--- src/rtl/crs_consts.svh ---
// crs_consts.svh: numeric constants for the core register set
// assumes inclusion by crs_pkg and by the design modules
`ifndef CRS_CONSTS_SVH
`define CRS_CONSTS_SVH
`define CRS_DW 8
`define CRS_AW 16
`define CRS_ZERO_BYTE 8'h00
`define CRS_PAGE0_HI 8'h00
`define CRS_PAGE1_HI 8'h01
`define CRS_SP_RESET 8'hFF
`define CRS_PC_RESET 16'h0000
`define CRS_PS_RESET 8'h04
`define CRS_MODE_ADDR 16'h003B
`define CRS_MODE_RESET 8'h00
`define CRS_SPS_BIT 2
`define CRS_ONE_BYTE 8'h01
`endif

--- src/rtl/crs_pkg.sv ---
// crs_pkg: types shared by the core register set
// assumes crs_consts.svh is on the include path
`include "crs_consts.svh"
package crs_pkg;
  // register selector for write and read ports
  typedef enum logic [2:0] {
    CRS_SEL_ACC,
    CRS_SEL_IDX1,
    CRS_SEL_IDX2,
    CRS_SEL_SP,
    CRS_SEL_PS,
    CRS_SEL_PCL,
    CRS_SEL_PCU,
    CRS_SEL_MODE
  } crs_sel_t;
  // index source for effective address
  typedef enum logic [1:0] {
    CRS_IDX_NONE,
    CRS_IDX_FIRST,
    CRS_IDX_SECOND
  } crs_idx_t;
  // stack operation request
  typedef enum logic [1:0] {
    CRS_STK_IDLE,
    CRS_STK_PUSH,
    CRS_STK_POP
  } crs_stk_t;
  // register write request
  typedef struct packed {
    logic we;
    crs_sel_t sel;
    logic [7:0] data;
  } crs_wr_t;
  // effective address request
  typedef struct packed {
    crs_idx_t idx;
    logic [15:0] operand;
  } crs_ea_req_t;
  // decoded instruction class
  typedef enum logic [2:0] {
    CRS_INS_OTHER,
    CRS_INS_HIGH_SPEED,
    CRS_INS_LOW_SPEED,
    CRS_INS_HALT_OSC,
    CRS_INS_WAIT,
    CRS_INS_PRODUCT,
    CRS_INS_QUOTIENT
  } crs_ins_t;
endpackage

--- src/rtl/crs_stack_addr.sv ---
// crs_stack_addr: stack pointer update and stack address forming
// assumes push and pop requests come from the core sequencer on clk_i
`timescale 1ns/100ps
`include "crs_consts.svh"
module crs_stack_addr
  import crs_pkg::*;
(
  input wire logic [7:0] sp_i,
  input wire logic page_sel_i,
  input wire crs_stk_t op_i,
  output logic [7:0] nxt_sp_o,
  output logic [15:0] stack_addr_o
);
  // wrap stays inside the page since only the low byte moves
  wire logic [7:0] sp_dec = sp_i - `CRS_ONE_BYTE;
  wire logic [7:0] sp_inc = sp_i + `CRS_ONE_BYTE;
  wire logic [7:0] page_hi = page_sel_i ? `CRS_PAGE1_HI : `CRS_PAGE0_HI;
  // push writes at sp then decrements, pop increments then reads
  assign nxt_sp_o = (op_i == CRS_STK_PUSH) ? sp_dec : (op_i == CRS_STK_POP) ? sp_inc : sp_i;
  assign stack_addr_o = {page_hi, (op_i == CRS_STK_POP) ? sp_inc : sp_i};
endmodule

--- src/rtl/crs_core_regs.sv ---
// crs_core_regs: programmer-visible register set of the 8-bit core
// assumes a sequencer on clk_i drives writes, stack ops and opcode classes
`timescale 1ns/100ps
`include "crs_consts.svh"
module crs_core_regs
  import crs_pkg::*;
#(
  parameter int DW = `CRS_DW
)(
  input wire logic clk_i,
  input wire logic rst_i,
  input wire crs_wr_t wr_i,
  input wire logic [15:0] data_addr_i,
  input wire logic data_we_i,
  input wire logic [7:0] data_wdata_i,
  input wire crs_stk_t stk_op_i,
  input wire logic pc_inc_i,
  input wire logic pc_load_i,
  input wire logic [15:0] pc_load_val_i,
  input wire crs_ea_req_t ea_req_i,
  input wire crs_ins_t ins_class_i,
  input wire crs_sel_t rd_sel_i,
  output logic [7:0] rd_data_o,
  output logic [7:0] acc_o,
  output logic [7:0] idx1_o,
  output logic [7:0] idx2_o,
  output logic [7:0] sp_o,
  output logic [7:0] ps_o,
  output logic [15:0] pc_o,
  output logic [7:0] mode_o,
  output logic [15:0] stack_addr_o,
  output logic [15:0] eff_addr_o,
  output logic ins_legal_o
);
  // the six visible registers plus the mode register
  logic [DW-1:0] acc_ff;
  logic [DW-1:0] idx1_ff;
  logic [DW-1:0] idx2_ff;
  logic [7:0] sp_ff;
  logic [7:0] ps_ff;
  logic [7:0] pc_upper_ff;
  logic [7:0] pc_lower_ff;
  logic [7:0] mode_ff;
  logic [15:0] eff_addr_ff;
  logic [7:0] rd_data_ff;
  logic ins_legal_ff;

  // zero-extend an 8-bit index and add it to the operand
  function automatic logic [15:0] add_index(input logic [15:0] opnd, input logic [7:0] idx);
    add_index = opnd + {`CRS_ZERO_BYTE, idx};
  endfunction

  // true when the write request targets the given register
  function automatic logic sel_hit(input crs_wr_t req, input crs_sel_t sel);
    sel_hit = req.we && (req.sel == sel);
  endfunction

  // write-enable decode per register
  wire logic wr_acc = sel_hit(wr_i, CRS_SEL_ACC);
  wire logic wr_idx1 = sel_hit(wr_i, CRS_SEL_IDX1);
  wire logic wr_idx2 = sel_hit(wr_i, CRS_SEL_IDX2);
  wire logic wr_sp = sel_hit(wr_i, CRS_SEL_SP);
  wire logic wr_ps = sel_hit(wr_i, CRS_SEL_PS);
  wire logic wr_pcl = sel_hit(wr_i, CRS_SEL_PCL);
  wire logic wr_pcu = sel_hit(wr_i, CRS_SEL_PCU);
  // a data-bus store to the mode address wins over a selector write
  wire logic mode_hit = data_we_i && (data_addr_i == `CRS_MODE_ADDR);
  wire logic wr_mode = mode_hit || sel_hit(wr_i, CRS_SEL_MODE);
  wire logic [7:0] mode_wdata = mode_hit ? data_wdata_i : wr_i.data;
  wire logic page_sel = mode_ff[`CRS_SPS_BIT];

  // stack pointer arithmetic and stack address
  logic [7:0] nxt_sp_stk;
  crs_stack_addr u_stack (
    .sp_i(sp_ff),
    .page_sel_i(page_sel),
    .op_i(stk_op_i),
    .nxt_sp_o(nxt_sp_stk),
    .stack_addr_o(stack_addr_o)
  );
  // explicit write beats a stack step in the same cycle
  wire logic [7:0] nxt_sp = wr_sp ? wr_i.data : nxt_sp_stk;

  // program counter: byte writes, then load, then increment
  wire logic [15:0] pc_cur = {pc_upper_ff, pc_lower_ff};
  // byte writes let one half be patched while the other half still steps
  wire logic [15:0] pc_plus = pc_cur + {`CRS_ZERO_BYTE, `CRS_ONE_BYTE};
  wire logic [15:0] nxt_pc_base = pc_load_i ? pc_load_val_i : (pc_inc_i ? pc_plus : pc_cur);
  wire logic [7:0] nxt_pc_upper = wr_pcu ? wr_i.data : nxt_pc_base[15:8];
  wire logic [7:0] nxt_pc_lower = wr_pcl ? wr_i.data : nxt_pc_base[7:0];

  // effective address by index source
  wire logic [15:0] nxt_eff_addr =
    (ea_req_i.idx == CRS_IDX_FIRST) ? add_index(ea_req_i.operand, idx1_ff) :
    (ea_req_i.idx == CRS_IDX_SECOND) ? add_index(ea_req_i.operand, idx2_ff) :
    ea_req_i.operand;

  // instruction support check for this variant
  // speed-select classes are flagged so the sequencer can trap them
  wire logic is_high_speed = (ins_class_i == CRS_INS_HIGH_SPEED);
  wire logic is_low_speed = (ins_class_i == CRS_INS_LOW_SPEED);
  // halt, wait, product and quotient classes fall through as legal
  wire logic nxt_ins_legal = !(is_high_speed || is_low_speed);

  // read-port selection
  logic [7:0] nxt_rd_data;
  always_comb begin
    unique case (rd_sel_i)
      CRS_SEL_ACC: nxt_rd_data = acc_ff;
      CRS_SEL_IDX1: nxt_rd_data = idx1_ff;
      CRS_SEL_IDX2: nxt_rd_data = idx2_ff;
      CRS_SEL_SP: nxt_rd_data = sp_ff;
      CRS_SEL_PS: nxt_rd_data = ps_ff;
      CRS_SEL_PCL: nxt_rd_data = pc_lower_ff;
      CRS_SEL_PCU: nxt_rd_data = pc_upper_ff;
      CRS_SEL_MODE: nxt_rd_data = mode_ff;
    endcase
  end

  // accumulator: main operand and result register
  always_ff @(posedge clk_i or posedge rst_i) begin
    if (rst_i) begin
      acc_ff <= `CRS_ZERO_BYTE;
    end else if (wr_acc) begin
      acc_ff <= wr_i.data;
    end
  end

  // first index register
  always_ff @(posedge clk_i or posedge rst_i) begin
    if (rst_i) begin
      idx1_ff <= `CRS_ZERO_BYTE;
    end else if (wr_idx1) begin
      idx1_ff <= wr_i.data;
    end
  end

  // second index register
  always_ff @(posedge clk_i or posedge rst_i) begin
    if (rst_i) begin
      idx2_ff <= `CRS_ZERO_BYTE;
    end else if (wr_idx2) begin
      idx2_ff <= wr_i.data;
    end
  end

  // processor status, loaded only by explicit writes here
  always_ff @(posedge clk_i or posedge rst_i) begin
    if (rst_i) begin
      ps_ff <= `CRS_PS_RESET;
    end else if (wr_ps) begin
      ps_ff <= wr_i.data;
    end
  end

  // stack pointer moves on every push or pop request unless an explicit write to sp lands in the same cycle
  always_ff @(posedge clk_i or posedge rst_i) begin
    if (rst_i) begin
      sp_ff <= `CRS_SP_RESET;
    end else begin
      sp_ff <= nxt_sp;
    end
  end

  // upper program counter byte
  always_ff @(posedge clk_i or posedge rst_i) begin
    if (rst_i) begin
      pc_upper_ff <= 8'(`CRS_PC_RESET >> `CRS_DW);
    end else begin
      pc_upper_ff <= nxt_pc_upper;
    end
  end

  // lower program counter byte
  always_ff @(posedge clk_i or posedge rst_i) begin
    if (rst_i) begin
      pc_lower_ff <= 8'(`CRS_PC_RESET);
    end else begin
      pc_lower_ff <= nxt_pc_lower;
    end
  end

  // mode register holding the stack page bit
  always_ff @(posedge clk_i or posedge rst_i) begin
    if (rst_i) begin
      mode_ff <= `CRS_MODE_RESET;
    end else if (wr_mode) begin
      mode_ff <= mode_wdata;
    end
  end

  // effective address, one cycle after the request
  always_ff @(posedge clk_i or posedge rst_i) begin
    if (rst_i) begin
      eff_addr_ff <= {`CRS_ZERO_BYTE, `CRS_ZERO_BYTE};
    end else begin
      eff_addr_ff <= nxt_eff_addr;
    end
  end

  // read port data, one cycle after the selector
  always_ff @(posedge clk_i or posedge rst_i) begin
    if (rst_i) begin
      rd_data_ff <= `CRS_ZERO_BYTE;
    end else begin
      rd_data_ff <= nxt_rd_data;
    end
  end

  // opcode support flag, legal out of reset
  always_ff @(posedge clk_i or posedge rst_i) begin
    if (rst_i) begin
      ins_legal_ff <= 1'b1;
    end else begin
      ins_legal_ff <= nxt_ins_legal;
    end
  end

  assign acc_o = acc_ff;
  assign idx1_o = idx1_ff;
  assign idx2_o = idx2_ff;
  assign sp_o = sp_ff;
  assign ps_o = ps_ff;
  assign pc_o = pc_cur;
  assign mode_o = mode_ff;
  assign eff_addr_o = eff_addr_ff;
  assign rd_data_o = rd_data_ff;
  assign ins_legal_o = ins_legal_ff;
endmodule

--- config.mk ---
export PLATFORM = sky130hd
export DESIGN_NAME = crs_core_regs
export DESIGN_NICKNAME = d
export VERILOG_FILES = /design/src/rtl/crs_pkg.sv /design/src/rtl/crs_stack_addr.sv /design/src/rtl/crs_core_regs.sv
export VERILOG_INCLUDE_DIRS = /design/src /design/src/rtl
export SDC_FILE = /design/constraint.sdc
export NUM_CORES = 1
export LEC_CHECK = 0
export BUFFER_PORTS_ARGS = -buffer_cell sky130_fd_sc_hd__buf_4
export CORE_UTILIZATION = 48
export CTS_BUF_LIST = sky130_fd_sc_hd__clkbuf_8
export CTS_CLUSTER_DIAMETER = 80
export DETAILED_ROUTE_END_ITERATION = 10
export GPL_ROUTABILITY_DRIVEN = 1
export MAX_ROUTING_LAYER = met4
export PLACE_DENSITY = 0.8
export SYNTH_ARGS = -nofsm -noshare
export SYNTH_HDL_FRONTEND = slang
export SYNTH_HIERARCHICAL = 1
export SYNTH_SLANG_ARGS = --single-unit
--- constraint.sdc ---
create_clock -name clk_i -period 2.4 [get_ports clk_i]
set_input_delay 0.24 -clock clk_i [delete_from_list [all_inputs] [get_ports clk_i]]
set_output_delay 0.24 -clock clk_i [all_outputs]
set_load 0.05 [all_outputs]
Word level (Yosys, flattened, before mapping)
Cells that the tools add are included.
{"block": "classes", "addsub": 5, "multipliers": 0, "div_mod_pow": 0, "n_lt_le_gt_ge": 0, "eq_ne": 21, "shifts": 0, "mux": 12, "n_bitwise": 0, "reduce_logical": 16}
{"operator": "$mux 16", "count": 4}
{"operator": "$pmux 8 s8", "count": 1}
{"operator": "$mux 8", "count": 6}
{"operator": "$add 16x8->16", "count": 2}
{"operator": "$eq 3x3->1 const B", "count": 8}
{"operator": "$add 16x1->16 const B", "count": 1}
{"operator": "$eq 16x6->1 const B", "count": 1}
{"operator": "$eq 3x2->1 const B", "count": 5}
{"operator": "$eq 3x1->1 const B", "count": 3}
{"operator": "$logic_and 1x1->1", "count": 9}
{"operator": "$add 8x1->8 const B", "count": 1}
{"operator": "$sub 8x1->8 const B", "count": 1}
{"operator": "$logic_not 3->1", "count": 2}
{"operator": "$reduce_bool 3->1", "count": 2}
{"operator": "$eq 2x1->1 const B", "count": 2}
{"operator": "$eq 2x2->1 const B", "count": 2}
{"operator": "$logic_or 1x1->1", "count": 2}
{"operator": "$logic_not 1->1", "count": 1}
{"operator": "$mux 1", "count": 1}
{"block": "word_totals", "reg_bits": 89, "latchBits": 0, "mem_bits_rw": 0, "romBits": 0, "inputBits": 83, "out_inout_bits": 105, "word_cells": 65, "mem_count": 0}

Depth between registers and ports, before layout
Gate-level depths: netlist of the first run.
{"block": "depth", "word_depth": 4, "mapped_depth": 8, "depth_no_buf": 8}

Modules after synthesis
Netlist of the first run, hierarchy kept.
{"module": "crs_core_regs", "n_inst": 1, "cells_each": 525, "area_per_inst_um2": 5280.1, "seq_area_each_um2": 2239.6}
{"module": "crs_stack_addr", "n_inst": 1, "cells_each": 54, "area_per_inst_um2": 390.4, "seq_area_each_um2": 0.0}

Worst setup path before layout of the first run
Ideal clock, no wire load.
{"block": "synth_timing", "path_kind": "reg-to-reg", "from": "reg idx2_ff[0] (netlist: idx2_o[0])", "to": "reg eff_addr_ff[6] (netlist: eff_addr_o[6])", "setup_time_ns": 0.136, "arrival_ns": 2.199, "required_time_ns": 2.264, "setup_slack_ns": 0.065, "path_stages_with_launch": 9, "path_buffers": 0, "synth_period_minus_slack_ns": 2.335, "cell_sequence": "dfrtp_1 -> ha_1 -> fa_1 -> a211oi_1 -> o21bai_1 -> a21oi_1 -> xnor2_1 -> a211oi_1 -> a21oi_1"}
{"block": "synth_via", "elab_chain_cells": 3}
{"item": "start, declared", "line": "crs_core_regs.sv:38", "text": "logic [DW-1:0] idx2_ff;"}
{"item": "start signal, assigned", "line": "crs_core_regs.sv:141", "text": "idx2_ff <= `CRS_ZERO_BYTE;"}
{"item": "start signal, assigned", "line": "crs_core_regs.sv:143", "text": "idx2_ff <= wr_i.data;"}
{"item": "$add 16x8->16", "line": "crs_core_regs.sv:50", "text": "add_index = opnd + {`CRS_ZERO_BYTE, idx};"}
{"item": "$mux 16", "line": "crs_core_regs.sv:95", "text": "(ea_req_i.idx == CRS_IDX_SECOND) ? add_index(ea_req_i.operand, idx2_ff) :"}
{"item": "$mux 16", "line": "crs_core_regs.sv:94", "text": "(ea_req_i.idx == CRS_IDX_FIRST) ? add_index(ea_req_i.operand, idx1_ff) :"}
{"item": "named net nxt_eff_addr[6]", "line": "crs_core_regs.sv:93", "text": "wire logic [15:0] nxt_eff_addr ="}
{"item": "end signal, assigned", "line": "crs_core_regs.sv:195", "text": "eff_addr_ff <= {`CRS_ZERO_BYTE, `CRS_ZERO_BYTE};"}
{"item": "end signal, assigned", "line": "crs_core_regs.sv:197", "text": "eff_addr_ff <= nxt_eff_addr;"}
{"item": "end, declared", "line": "crs_core_regs.sv:44", "text": "logic [15:0] eff_addr_ff;"}
The timed path passes the listed nets, and every way through them passes these cells.
A chain may end at the register's enable or synchronous reset.

Final worst setup path of the first run
Same ends and word-level chain as after synthesis.

==> reports/summary.md, run 1 <==
• result of the run: finished, violations left
• violations in the final reports: hold timing
• standard cell area after detailed placement: 7070 µm²
• chain of cells forming the critical path: ha_1 > fa_1 > a211oi_2 > o21bai_1 > a21oi_1 > xnor2_1 > a211oi_1 > a21oi_1
• Warnings, synthesis: 6
• overflow left after global routing: 0
• total of flip-flops plus latches after synthesis: 89
• power density over cell area: 982 nW/µm²
• via count of the first global-routing pass: 5126
• worst r2r dst: eff_addr_o[6]
• Final Util: 0.639
• synthesized area per cell: 9.79 µm²
• maximum level of the CTS H-tree: 3
• placeable core area: 11500 µm²
• area overhead of the layout relative to synthesis: 29.1%
• Clock Root Buffer: clkbuf_8
• simple-gate portion of the synthesized area: 0.167
• CP Capture Type: register
• switching portion of total power: 0.472
• gate count of the mapped netlist: 579
• Num CTS Buffers: 9
• sequential power share: 0.323
• WL final: 16900 µm
• total instance count after detailed placement: 876
• Least-Margin Pin Slew: 0.934 ns
• leakage dissipation: 3.37 nW
• initial antenna violation count: 0
• highest-count cells in the layout ignoring fill and taps: buf_4, dfrtp_1, nand2_1, nor2_1
• post-synthesis instance area: 5670 µm²
• maximum achievable frequency: 0.452 GHz
• register-to-register path setup slack: 0.19 ns
• category of the most critical setup path: register to register
• CP Launch Type: register
• Clock transition at path regs: 0.09 ns
• required arrival time at the worst endpoint: 2.66 ns
• EDFF count, synth: 0
• number of cells traversed by the worst register-to-register path: 8
• maximum ir drop on the vdd rail: 0.706 mV
• horizontal die dimension: 111 µm
• arrival time at the worst endpoint: 2.47 ns
• share of the clock period used by the worst path after layout: 0.922
• Final Hold Fails: 4
• share of power burned in the clock network: 0.171
• layout net count: 848
• xor and xnor fraction of the mapped netlist area: 0.0741
• clock tree from TritonCTS: yes
• post-route minimum period: 2.21 ns
• largest area contributor in the netlist: dfrtp_1
• final slew viol count: 0
• largest net degree at the start of global routing: 90
• starting DRC count in detailed routing: 376
• maximum clock skew at final layout: 0.00980 ns
• sequential cell area fraction in the yosys report: 0.395
• worst hold slack: -0.00246 ns
• wire length of the first global-routing pass: 26800 µm
• power spent charging and discharging nets: 3.39 mW
• worst slew margin relative to its limit: 0.375
• cell occurring most often along the worst timing path: a21oi_1
• Port-buffer cells: 180
• path category of the worst min-delay check: input port to asynchronous set/reset pin
• top cells by area, synth: dfrtp_1, mux2_2, dfstp_2, mux2i_1, ha_1
• kind of cell adding the most delay to the critical path: compound AO/OA/AOI/OAI gates
• Max Buffers Root-to-Sink: 2
• complex-gate fraction of the synthesized area: 0.143
• non-filler instance count after layout: 892
• number of cell rows: 39
• Ant. Diodes: 0
• buffers inserted by post-CTS timing repair: 0
• GPL Wtd Cong: 0.884
• area enclosed by the die boundary: 12300 µm²
• critical path fanouts, max: 3
• post-detailed-route wirelength per cell: 18.9 µm
• Critical path destination: eff_addr_o[6]
• vias post-DR: 5208
• most frequent standard cell in the layout excluding fill and tap cells: buf_4
• Final ANT Viol Nets: 0
• critical path depth in cells: 8
• total iterations of the first detailed-routing run: 5
• post-route setup TNS: 0 ns
• share of layout cells above drive strength 1: 0.360
• DR vias/cell: 5.84
• number of failing setup endpoints in the final timing report: 0
• portion of netlist area occupied by mux cells: 0.130
• Reg2Reg Launch Point: idx2_o[0]
• setup repair after global routing missed its margin: no
• combinational family with the most area after synthesis: simple AND/OR/NAND/NOR gates
• timing startpoint of the critical path: idx2_o[0]
• height of the chip: 111 µm
• clk_lat worst skew: 0.37 ns
• share of flip-flops with an asynchronous set or reset after synthesis: 1.00
• post-route cell area: 7320 µm²
• Primary FF master, synth: dfrtp_1
• Pint: 3.80 mW
• effective utilization at floorplan: 0.494
• count of different cell masters after synthesis: 63
• delay of the slowest critical-path stage: 0.44 ns
• number of top-level pins: 188
• Gate power share: 0.506
• slowest library cell on the worst path: fa_1
• number of sinks handled by clock tree synthesis: 89
• placed wire-length estimate: 12600 µm
• # DRC: 0
• adder-cell share of the synthesized area: 0.0490
• GRT Overall Usage: 0.286
• share of Yosys cell area claimed by the top area cell type: 0.349
• Max-cap violations: 0
• total buffers and inverters traversed by the critical path: 0
## per-layer routing
layer / global-route usage / wire [µm]
met1: 0.371 / 7080
met2: 0.455 / 8220
met3: 0.0448 / 1300
met4: 0.101 / 259
met5: - / 0
## cells in the mapped netlist, types with 3 or more instances
master / instances
a31oi_1: 4
o21ai_0: 40
o22ai_1: 3
buf_2: 11
dfrtp_1: 79
a21o_1: 6
nor3_1: 3
buf_4: 9
inv_1: 10
a221oi_1: 5
clkbuf_1: 12
and3_1: 3
mux2i_1: 24
mux4_2: 4
o221ai_1: 3
a21boi_0: 3
dfstp_2: 10
a22o_1: 3
xnor2_1: 21
nor3b_1: 6
a211oi_1: 12
ha_1: 19
nand2_1: 45
nor2b_1: 11
xor2_1: 27
mux2_2: 36
a21oi_1: 40
nand4_1: 15
nor2_1: 45
nand3_1: 19
nand2b_1: 8
and3_4: 3
## how the worst min path moves through the flow
stage	startpoint	endpoint	slack, ns	cells past startpoint
after floorplan	ea_req_i[11]	eff_addr_o[11]	0.33	1
after global placement	rst_i	eff_addr_o[3]	0.41	3
after detailed placement	rst_i	eff_addr_o[2]	0.43	3
after CTS	rst_i	eff_addr_o[3]	0.02	3
after global routing	ea_req_i[15]	eff_addr_o[15]	0.03	2
final	rst_i	eff_addr_o[3]	-0.002	3
## power by group through the flow
stage / Combinational (mW) / Sequential, mW / Clock, mW
floorplan: 1.45 / 3.33 / 0
global placement: 3.56 / 2.33 / 0
detailed placement: 3.62 / 2.34 / 0
CTS: 3.63 / 2.31 / 1.25
global route: 3.82 / 2.37 / 1.30
finish: 3.64 / 2.32 / 1.23
## registers in the layout (all words and copies together) (netlist names)
signal       flops
ins_legal_o      1
eff_addr_o      16
idx1_o           8
sp_o             8
rd_data_o        8
ps_o             8
mode_o           8
pc_lower_ff      8
idx2_o           8
pc_upper_ff      8
acc_o            8
## worst register-to-register path: cells and delay by family, from the launching register on
family / cells / cell delay (ns)
flops: 1 / 0.39
fa+ha+maj: 2 / 0.65
xor+xnor: 1 / 0.09
compound gates: 5 / 0.97
## kinds of logic (layout without fill, tap and decap cells)
logic type               after synthesis  after routing
AO/OA/AOI/OAI                        132            132
XOR/XNOR                              48             48
adder cells (fa/ha/maj)               21             21
buffers and inverters                 46            210
flip-flops                            89             89
multiplexers                          64             64
other                                  1              7
AND/OR/NAND/NOR                      178            178
## what timing repair did
item                                    in CTS  in global routing
gates resized for setup                      0                  2
endpoints found under the setup margin       0                  5
hold buffers                                 0                  0
## stage by stage
stage | setup slack [ns] | hold slack, ns | total power, mW
finish | 0.187 | -0.00246 | 7.19
detailed placement | 0.116 | 0.430 | 5.96
global route | 0.0705 | 0.0327 | 7.49
global placement | 0.226 | 0.412 | 5.89
CTS | 0.110 | 0.0240 | 7.19
floorplan | 0.0653 | 0.331 | 4.77
## cell type report
cell class | count | area, µm²
clock buffer | 12 | 165
clock inverter | 4 | 73.8
fill | 907 | 4140
inverter | 10 | 41.3
multi-input combinational | 450 | 3230
sequential | 89 | 2240
tap | 143 | 179
timing repair buffer | 184 | 1390
No activity file was read; power rests on OpenSTA's default activity.
==> run 2: changes to the inputs <==
- ABC_AREA: not set -> 1
- CORE_UTILIZATION: 48 -> 47
- CTS_BUF_LIST: sky130_fd_sc_hd__clkbuf_8 -> sky130_fd_sc_hd__clkbuf_4 sky130_fd_sc_hd__clkbuf_8 sky130_fd_sc_hd__clkbuf_16
- PLACE_DENSITY: 0.8 -> 0.78
- SKIP_LAST_GASP: not set -> 1
==> reports/summary.md, run 2 <==
• vias post-DR: 6343, +22%
• share of the clock period used by the worst path after layout: 0.864, -0.0577
• result of the run: complete, no violations
• arrival time at the worst endpoint: 1.83 ns, -0.64 ns
• Final Hold Fails: 0, -4
• Clock Root Buffer: clkbuf_16
• Port-buffer cells: 180, unchanged
• chain of cells forming the critical path: ha_1 > nand3_2 > nor2_4 > nand2_1 > and2_1 > buf_4
• post-route cell area: 7740 µm², +5.7%
• setup repair after global routing missed its margin: no
• Clock transition at path regs: 0.06 ns, -0.03 ns
• starting DRC count in detailed routing: 555, +48%
• category of the most critical setup path: register to primary output
• highest-count cells in the layout ignoring fill and taps: nand2_1, buf_4, inv_1, dfrtp_1, nand3_1
• GPL Wtd Cong: 0.917, +3.7%
• leakage dissipation: 4.10 nW, +22%
• height of the chip: 114 µm, +3.2%
• multi-input logic area: 3130 µm², -3.1%
• Least-Margin Pin Slew: 0.620 ns, -0.314 ns
• power density over cell area: 914 nW/µm², -6.9%
• slowest library cell on the worst path: dfstp_2
• maximum level of the CTS H-tree: 3, unchanged
• total buffers and inverters traversed by the critical path: 1, +1
• layout net count: 1127, +33%
• number of fillers in the final layout: 1125, +24%
• maximum achievable frequency: 0.482 GHz, +6.7%
• WL final: 18300 µm, +8.7%
• gate count of the mapped netlist: 843, +46%
• largest net degree at the start of global routing: 90, unchanged
• path category of the worst min-delay check: input port to asynchronous set/reset pin
• most frequent cell after synthesis: nand2_1
• largest area contributor in the netlist: dfrtp_1
• area overhead of the layout relative to synthesis: 30.7%
• number of cell rows: 40, +2.6%
• number of flip-flops in the largest register: 16, unchanged
• worst slew margin relative to its limit: 0.586, +0.211
• number of top-level pins: 188, unchanged
• via count of the first global-routing pass: 5825, +14%
• area enclosed by the die boundary: 13100 µm², +6.6%
• quantity of gates resized following cts: 0, unchanged
• GRT Overall Usage: 0.295, +0.00916
• critical path fanouts, max: 6, +3
• sequential cell area fraction in the yosys report: 0.378, -0.0170
• total iterations of the first detailed-routing run: 5, unchanged
• count of different cell masters after synthesis: 44, -30%
• top cells by area, synth: dfrtp_1, nand2_1, inv_1, nand3_1, nor2_1
• synthesized area per cell: 7.03 µm², -28%
• share of Yosys cell area claimed by the top area cell type: 0.334, -0.0150
• Max-cap violations: 0, unchanged
• post-route minimum period: 2.07 ns, -0.138 ns
• initial antenna violation count: 0, unchanged
• share of flip-flops with an asynchronous set or reset after synthesis: 1.00, unchanged
• total of flip-flops plus latches after synthesis: 89, unchanged
• most frequent standard cell in the layout excluding fill and tap cells: nand2_1
• Seq. cell area: 2240 µm², unchanged
• DR vias/cell: 5.30, -9.2%
• Ant. Diodes: 0, unchanged
• number of failing setup endpoints in the final timing report: 0, unchanged
• standard cell area after detailed placement: 7430 µm², +5.0%
• maximum clock skew at final layout: 0.00619 ns, -0.00361 ns
• final slew viol count: 0, unchanged
• maximum ir drop on the vdd rail: 0.422 mV, -40%
• CP Launch Type: register
• clk_lat worst skew: 0.34 ns, -0.03 ns
• buffers inserted by post-CTS timing repair: 0, unchanged
• placeable core area: 12200 µm², +6.1%
• horizontal die dimension: 114 µm, +3.2%
• Final ANT Viol Nets: 0, unchanged
• share of layout cells above drive strength 1: 0.234, -0.126
• required arrival time at the worst endpoint: 2.16 ns, -0.50 ns
• most numerous cell types in the synthesized netlist: nand2_1, inv_1, dfrtp_1, nand3_1, nor2_1
• EDFF count, synth: 0, unchanged
• post-synthesis instance area: 5930 µm², +4.5%
• CP Capture Type: primary output
• post-detailed-route wirelength per cell: 15.3 µm, -19%
• clock tree from TritonCTS: yes
• Final Util: 0.637, -0.00200
• # DRC: 0, unchanged
• Max Buffers Root-to-Sink: 2, unchanged
• wire length of the first global-routing pass: 28800 µm, +7.4%
• post-route setup TNS: 0 ns, unchanged
• overflow left after global routing: 0, unchanged
• delay of the slowest critical-path stage: 0.60 ns, +0.16 ns
• placed wire-length estimate: 14100 µm, +12%
• effective utilization at floorplan: 0.487, -0.00725
• number of sinks handled by clock tree synthesis: 89, unchanged
• CTS hold repair buffers: 0, unchanged
• Primary FF master, synth: dfrtp_1
• Num CTS Buffers: 9, unchanged
• kind of cell adding the most delay to the critical path: flip-flops
• Warnings, synthesis: 6, unchanged
## run 2: worst paths after layout
path / slack, ns / cells after the start / to / from
worst max-delay path: 0.33 / 6 / stack_addr_o[4] / sp_o[0]
worst min-delay path: 0.01 / 3 / mode_o[3] / rst_i
worst max register to register: 0.47 / 10 / eff_addr_o[8] / idx2_o[0]
worst min register to register: 0.53 / 2 / ps_o[2] / ps_o[2]
max in group asynchronous: 1.98 / 3 / ins_legal_o / rst_i
min in group clk_i: 0.06 / 2 / ins_legal_o / ins_class_i[0]
## run 2: power breakdown
part / internal [mW] / switching, mW / leakage, nW
combinational: 1.02 / 2.37 / 2.87
sequential: 1.83 / 0.361 / 1.07
clock: 0.872 / 0.616 / 0.157
## run 2: per-stage QoR
stage	total power, mW	hold WS (ns)	std cells	setup slack, ns
floorplan	4.51	0.303	849	0.313
global placement	5.55	0.413	1180	0.534
detailed placement	5.59	0.415	1180	0.489
CTS	7.08	0.0541	1196	0.319
global route	7.44	0.0567	1196	0.230
finish	7.07	0.0109	1196	0.326
## run 2: worst register-to-register path, cell delays in order, from the launching register on
cell,delay [ns]
dfrtp_1,0.41
ha_1,0.25
fa_1,0.40
nand2_1,0.12
o21ai_2,0.08
nand2_1,0.07
nand2_1,0.05
nand2_1,0.07
nand2_1,0.15
nand2_1,0.12
xor2_1,0.14
## run 2: per-layer routing
metal / share of wire / track usage
met5: 0 / -
met4: 0.041 / 0.139
met3: 0.080 / 0.0455
met2: 0.47 / 0.472
met1: 0.41 / 0.367
## run 2: area by class of cell
cell class | count | share of cell area
Clock buffer | 11 | 0.0326
Clock inverter | 5 | 0.00792
Inverter | 124 | 0.0606
Multi-Input combinational cell | 617 | 0.404
Sequential cell | 89 | 0.289
Tap cell | 168 | 0.0271
Timing Repair Buffer | 182 | 0.178
## run 2: logic make-up after synthesis
logic type | after synthesis | share of synthesized area
compound gates | 133 | 0.132
xor+xnor | 13 | 0.0192
simple gates | 443 | 0.325
fa+ha+maj | 21 | 0.0469
other cells | 1 | 0.000633
flops | 89 | 0.378
buf+inv | 143 | 0.0982
==> run 3: changes to the inputs <==
- RECOVER_POWER: not set -> 50
==> reports/summary.md, run 3 (synthesis gave the netlist of run 2 again) <==
• number of sinks handled by clock tree synthesis: 89, unchanged
• post-route minimum period: 2.08 ns, +0.00538 ns
• result of the run: finished, violations left
• slowest library cell on the worst path: dfstp_2
• setup repair after global routing missed its margin: no
• CP Launch Type: register
• DR vias/cell: 5.33, +0.50%
• maximum ir drop on the vdd rail: 0.422 mV, about the same
• non-filler instance count after layout: 1196, unchanged
• starting DRC count in detailed routing: 495, -11%
• Final Hold Fails: 0, unchanged
• GRT Overall Usage: 0.295, unchanged
• total instance count after detailed placement: 1180, unchanged
• worst slew margin relative to its limit: -0.323, -0.910
• GPL Wtd Cong: 0.917, unchanged
• critical path fanouts, max: 6, unchanged
• largest net degree at the start of global routing: 90, unchanged
• category of the most critical setup path: register to primary output
• total iterations of the first detailed-routing run: 5, unchanged
• post-detailed-route wirelength per cell: 15.4 µm, +0.49%
• Clock Root Buffer: clkbuf_16
• arrival time at the worst endpoint: 1.84 ns, about the same
• post-route setup TNS: 0 ns, unchanged
• number of fillers in the final layout: 1147, +2.0%
• Ant. Diodes: 0, unchanged
• Num CTS Buffers: 9, unchanged
• delay of the slowest critical-path stage: 0.60 ns, about the same
• required arrival time at the worst endpoint: 2.16 ns, about the same
• Final ANT Viol Nets: 0, unchanged
• chain of cells forming the critical path: ha_1 > nand3_2 > nor2_4 > nand2_1 > and2_1 > buf_4
• Max Buffers Root-to-Sink: 2, unchanged
• # DRC: 0, unchanged
• clock tree from TritonCTS: yes
• Least-Margin Pin Slew: 1.98 ns, +1.37 ns
• via count of the first global-routing pass: 5825, unchanged
• Final Util: 0.628, -0.00823
• Port-buffer cells: 180, unchanged
• share of layout cells above drive strength 1: 0.211, -0.0233
• clk_lat worst skew: 0.35 ns, about the same
• quantity of gates resized following cts: 0, unchanged
• CP Capture Type: primary output
• maximum clock skew at final layout: 0.00652 ns, +0.000328 ns
• share of the clock period used by the worst path after layout: 0.866, +0.00224
• most frequent standard cell in the layout excluding fill and tap cells: nand2_1
• highest-count cells in the layout ignoring fill and taps: nand2_1, buf_4, inv_1, dfrtp_1, nand3_1
• area overhead of the layout relative to synthesis: 29.0%
• maximum achievable frequency: 0.481 GHz, -0.26%
• number of failing setup endpoints in the final timing report: 0, unchanged
• maximum level of the CTS H-tree: 3, unchanged
• wire length of the first global-routing pass: 28800 µm, unchanged
• CTS hold repair buffers: 0, unchanged
• path category of the worst min-delay check: input port to register
• horizontal die dimension: 114 µm, unchanged
• leakage dissipation: 4.01 nW, -2.1%
• height of the chip: 114 µm, unchanged
• buffers inserted by post-CTS timing repair: 0, unchanged
• placeable core area: 12200 µm², unchanged
• Max-cap violations: 1, +1
• area enclosed by the die boundary: 13100 µm², unchanged
• final slew viol count: 90, +90
• effective utilization at floorplan: 0.487, unchanged
• number of flip-flops in the largest register: 16, unchanged
• overflow left after global routing: 0, unchanged
• vias post-DR: 6375, +0.50%
• number of top-level pins: 188, unchanged
• placed wire-length estimate: 14100 µm, unchanged
• power density over cell area: 919 nW/µm², +0.53%
• number of cell rows: 40, unchanged
• violations in the final reports: capacitance limit, slew limit
• initial antenna violation count: 0, unchanged
• WL final: 18400 µm, +0.49%
• layout net count: 1127, unchanged
• Clock transition at path regs: 0.06 ns, about the same
==> run 3: cell types whose count changed in the layout (fill, tap and decap cells not counted), sizes merged <==
cell / previous run / this run
clkbuf: 11 / 36
buf: 182 / 157
==> run 3: report_power, final <==
group / internal [mW] / total [mW] / switching, mW / leakage [nW]
Clock: 0.872 / 1.49 / 0.619 / 0.157
Combinational: 0.968 / 3.34 / 2.37 / 2.78
Sequential: 1.83 / 2.19 / 0.360 / 1.07
==> run 3: area by class of cell <==
cell class	instances	area, µm²	share of cell area
clock buffers	11	253	0.0331
clock inverters	5	61.3	0.00802
inverters	124	467	0.0611
multi-input cells	617	3130	0.410
flip-flops and latches	89	2240	0.293
well taps	168	210	0.0275
repair buffers	182	1280	0.168
==> run 3: final timing paths <==
kind / startpoint / endpoint / slack, ns / cells after the start
max: sp_o[0] / stack_addr_o[4] / 0.32 / 6
min: ins_class_i[1] / ins_legal_o / 0.07 / 2
max reg2reg: idx2_o[0] / eff_addr_o[8] / 0.47 / 10
min reg2reg: ps_o[2] / ps_o[2] / 0.53 / 2
max in group asynchronous: rst_i / eff_addr_o[8] / 0.59 / 3
min in group asynchronous: rst_i / mode_o[3] / 0.62 / 3
==> run 3: metal layers <==
metal | GRT usage | share of wire
met4 | 0.139 | 0.040
met1 | 0.367 | 0.42
met5 | - | 0
met3 | 0.0455 | 0.074
met2 | 0.472 | 0.47
==> run 3: per-stage QoR <==
stage | setup WS (ns) | power, mW | instance area (µm²) | hold slack [ns]
floorplan | 0.313 | 4.51 | 5960 | 0.303
global placement | 0.534 | 5.55 | 7430 | 0.413
detailed placement | 0.489 | 5.59 | 7430 | 0.415
CTS | 0.319 | 7.08 | 7740 | 0.0541
global route | 0.180 | 7.38 | 7640 | 0.0800
finish | 0.321 | 7.02 | 7640 | 0.0705
==> run 3: critical path, delay by kind of cell (launching register included) <==
kind / cells / cell delay (ns)
flip-flops: 1 / 0.60
adder cells (fa/ha/maj): 1 / 0.18
buffers and inverters: 1 / 0.19
AND/OR/NAND/NOR: 4 / 0.54
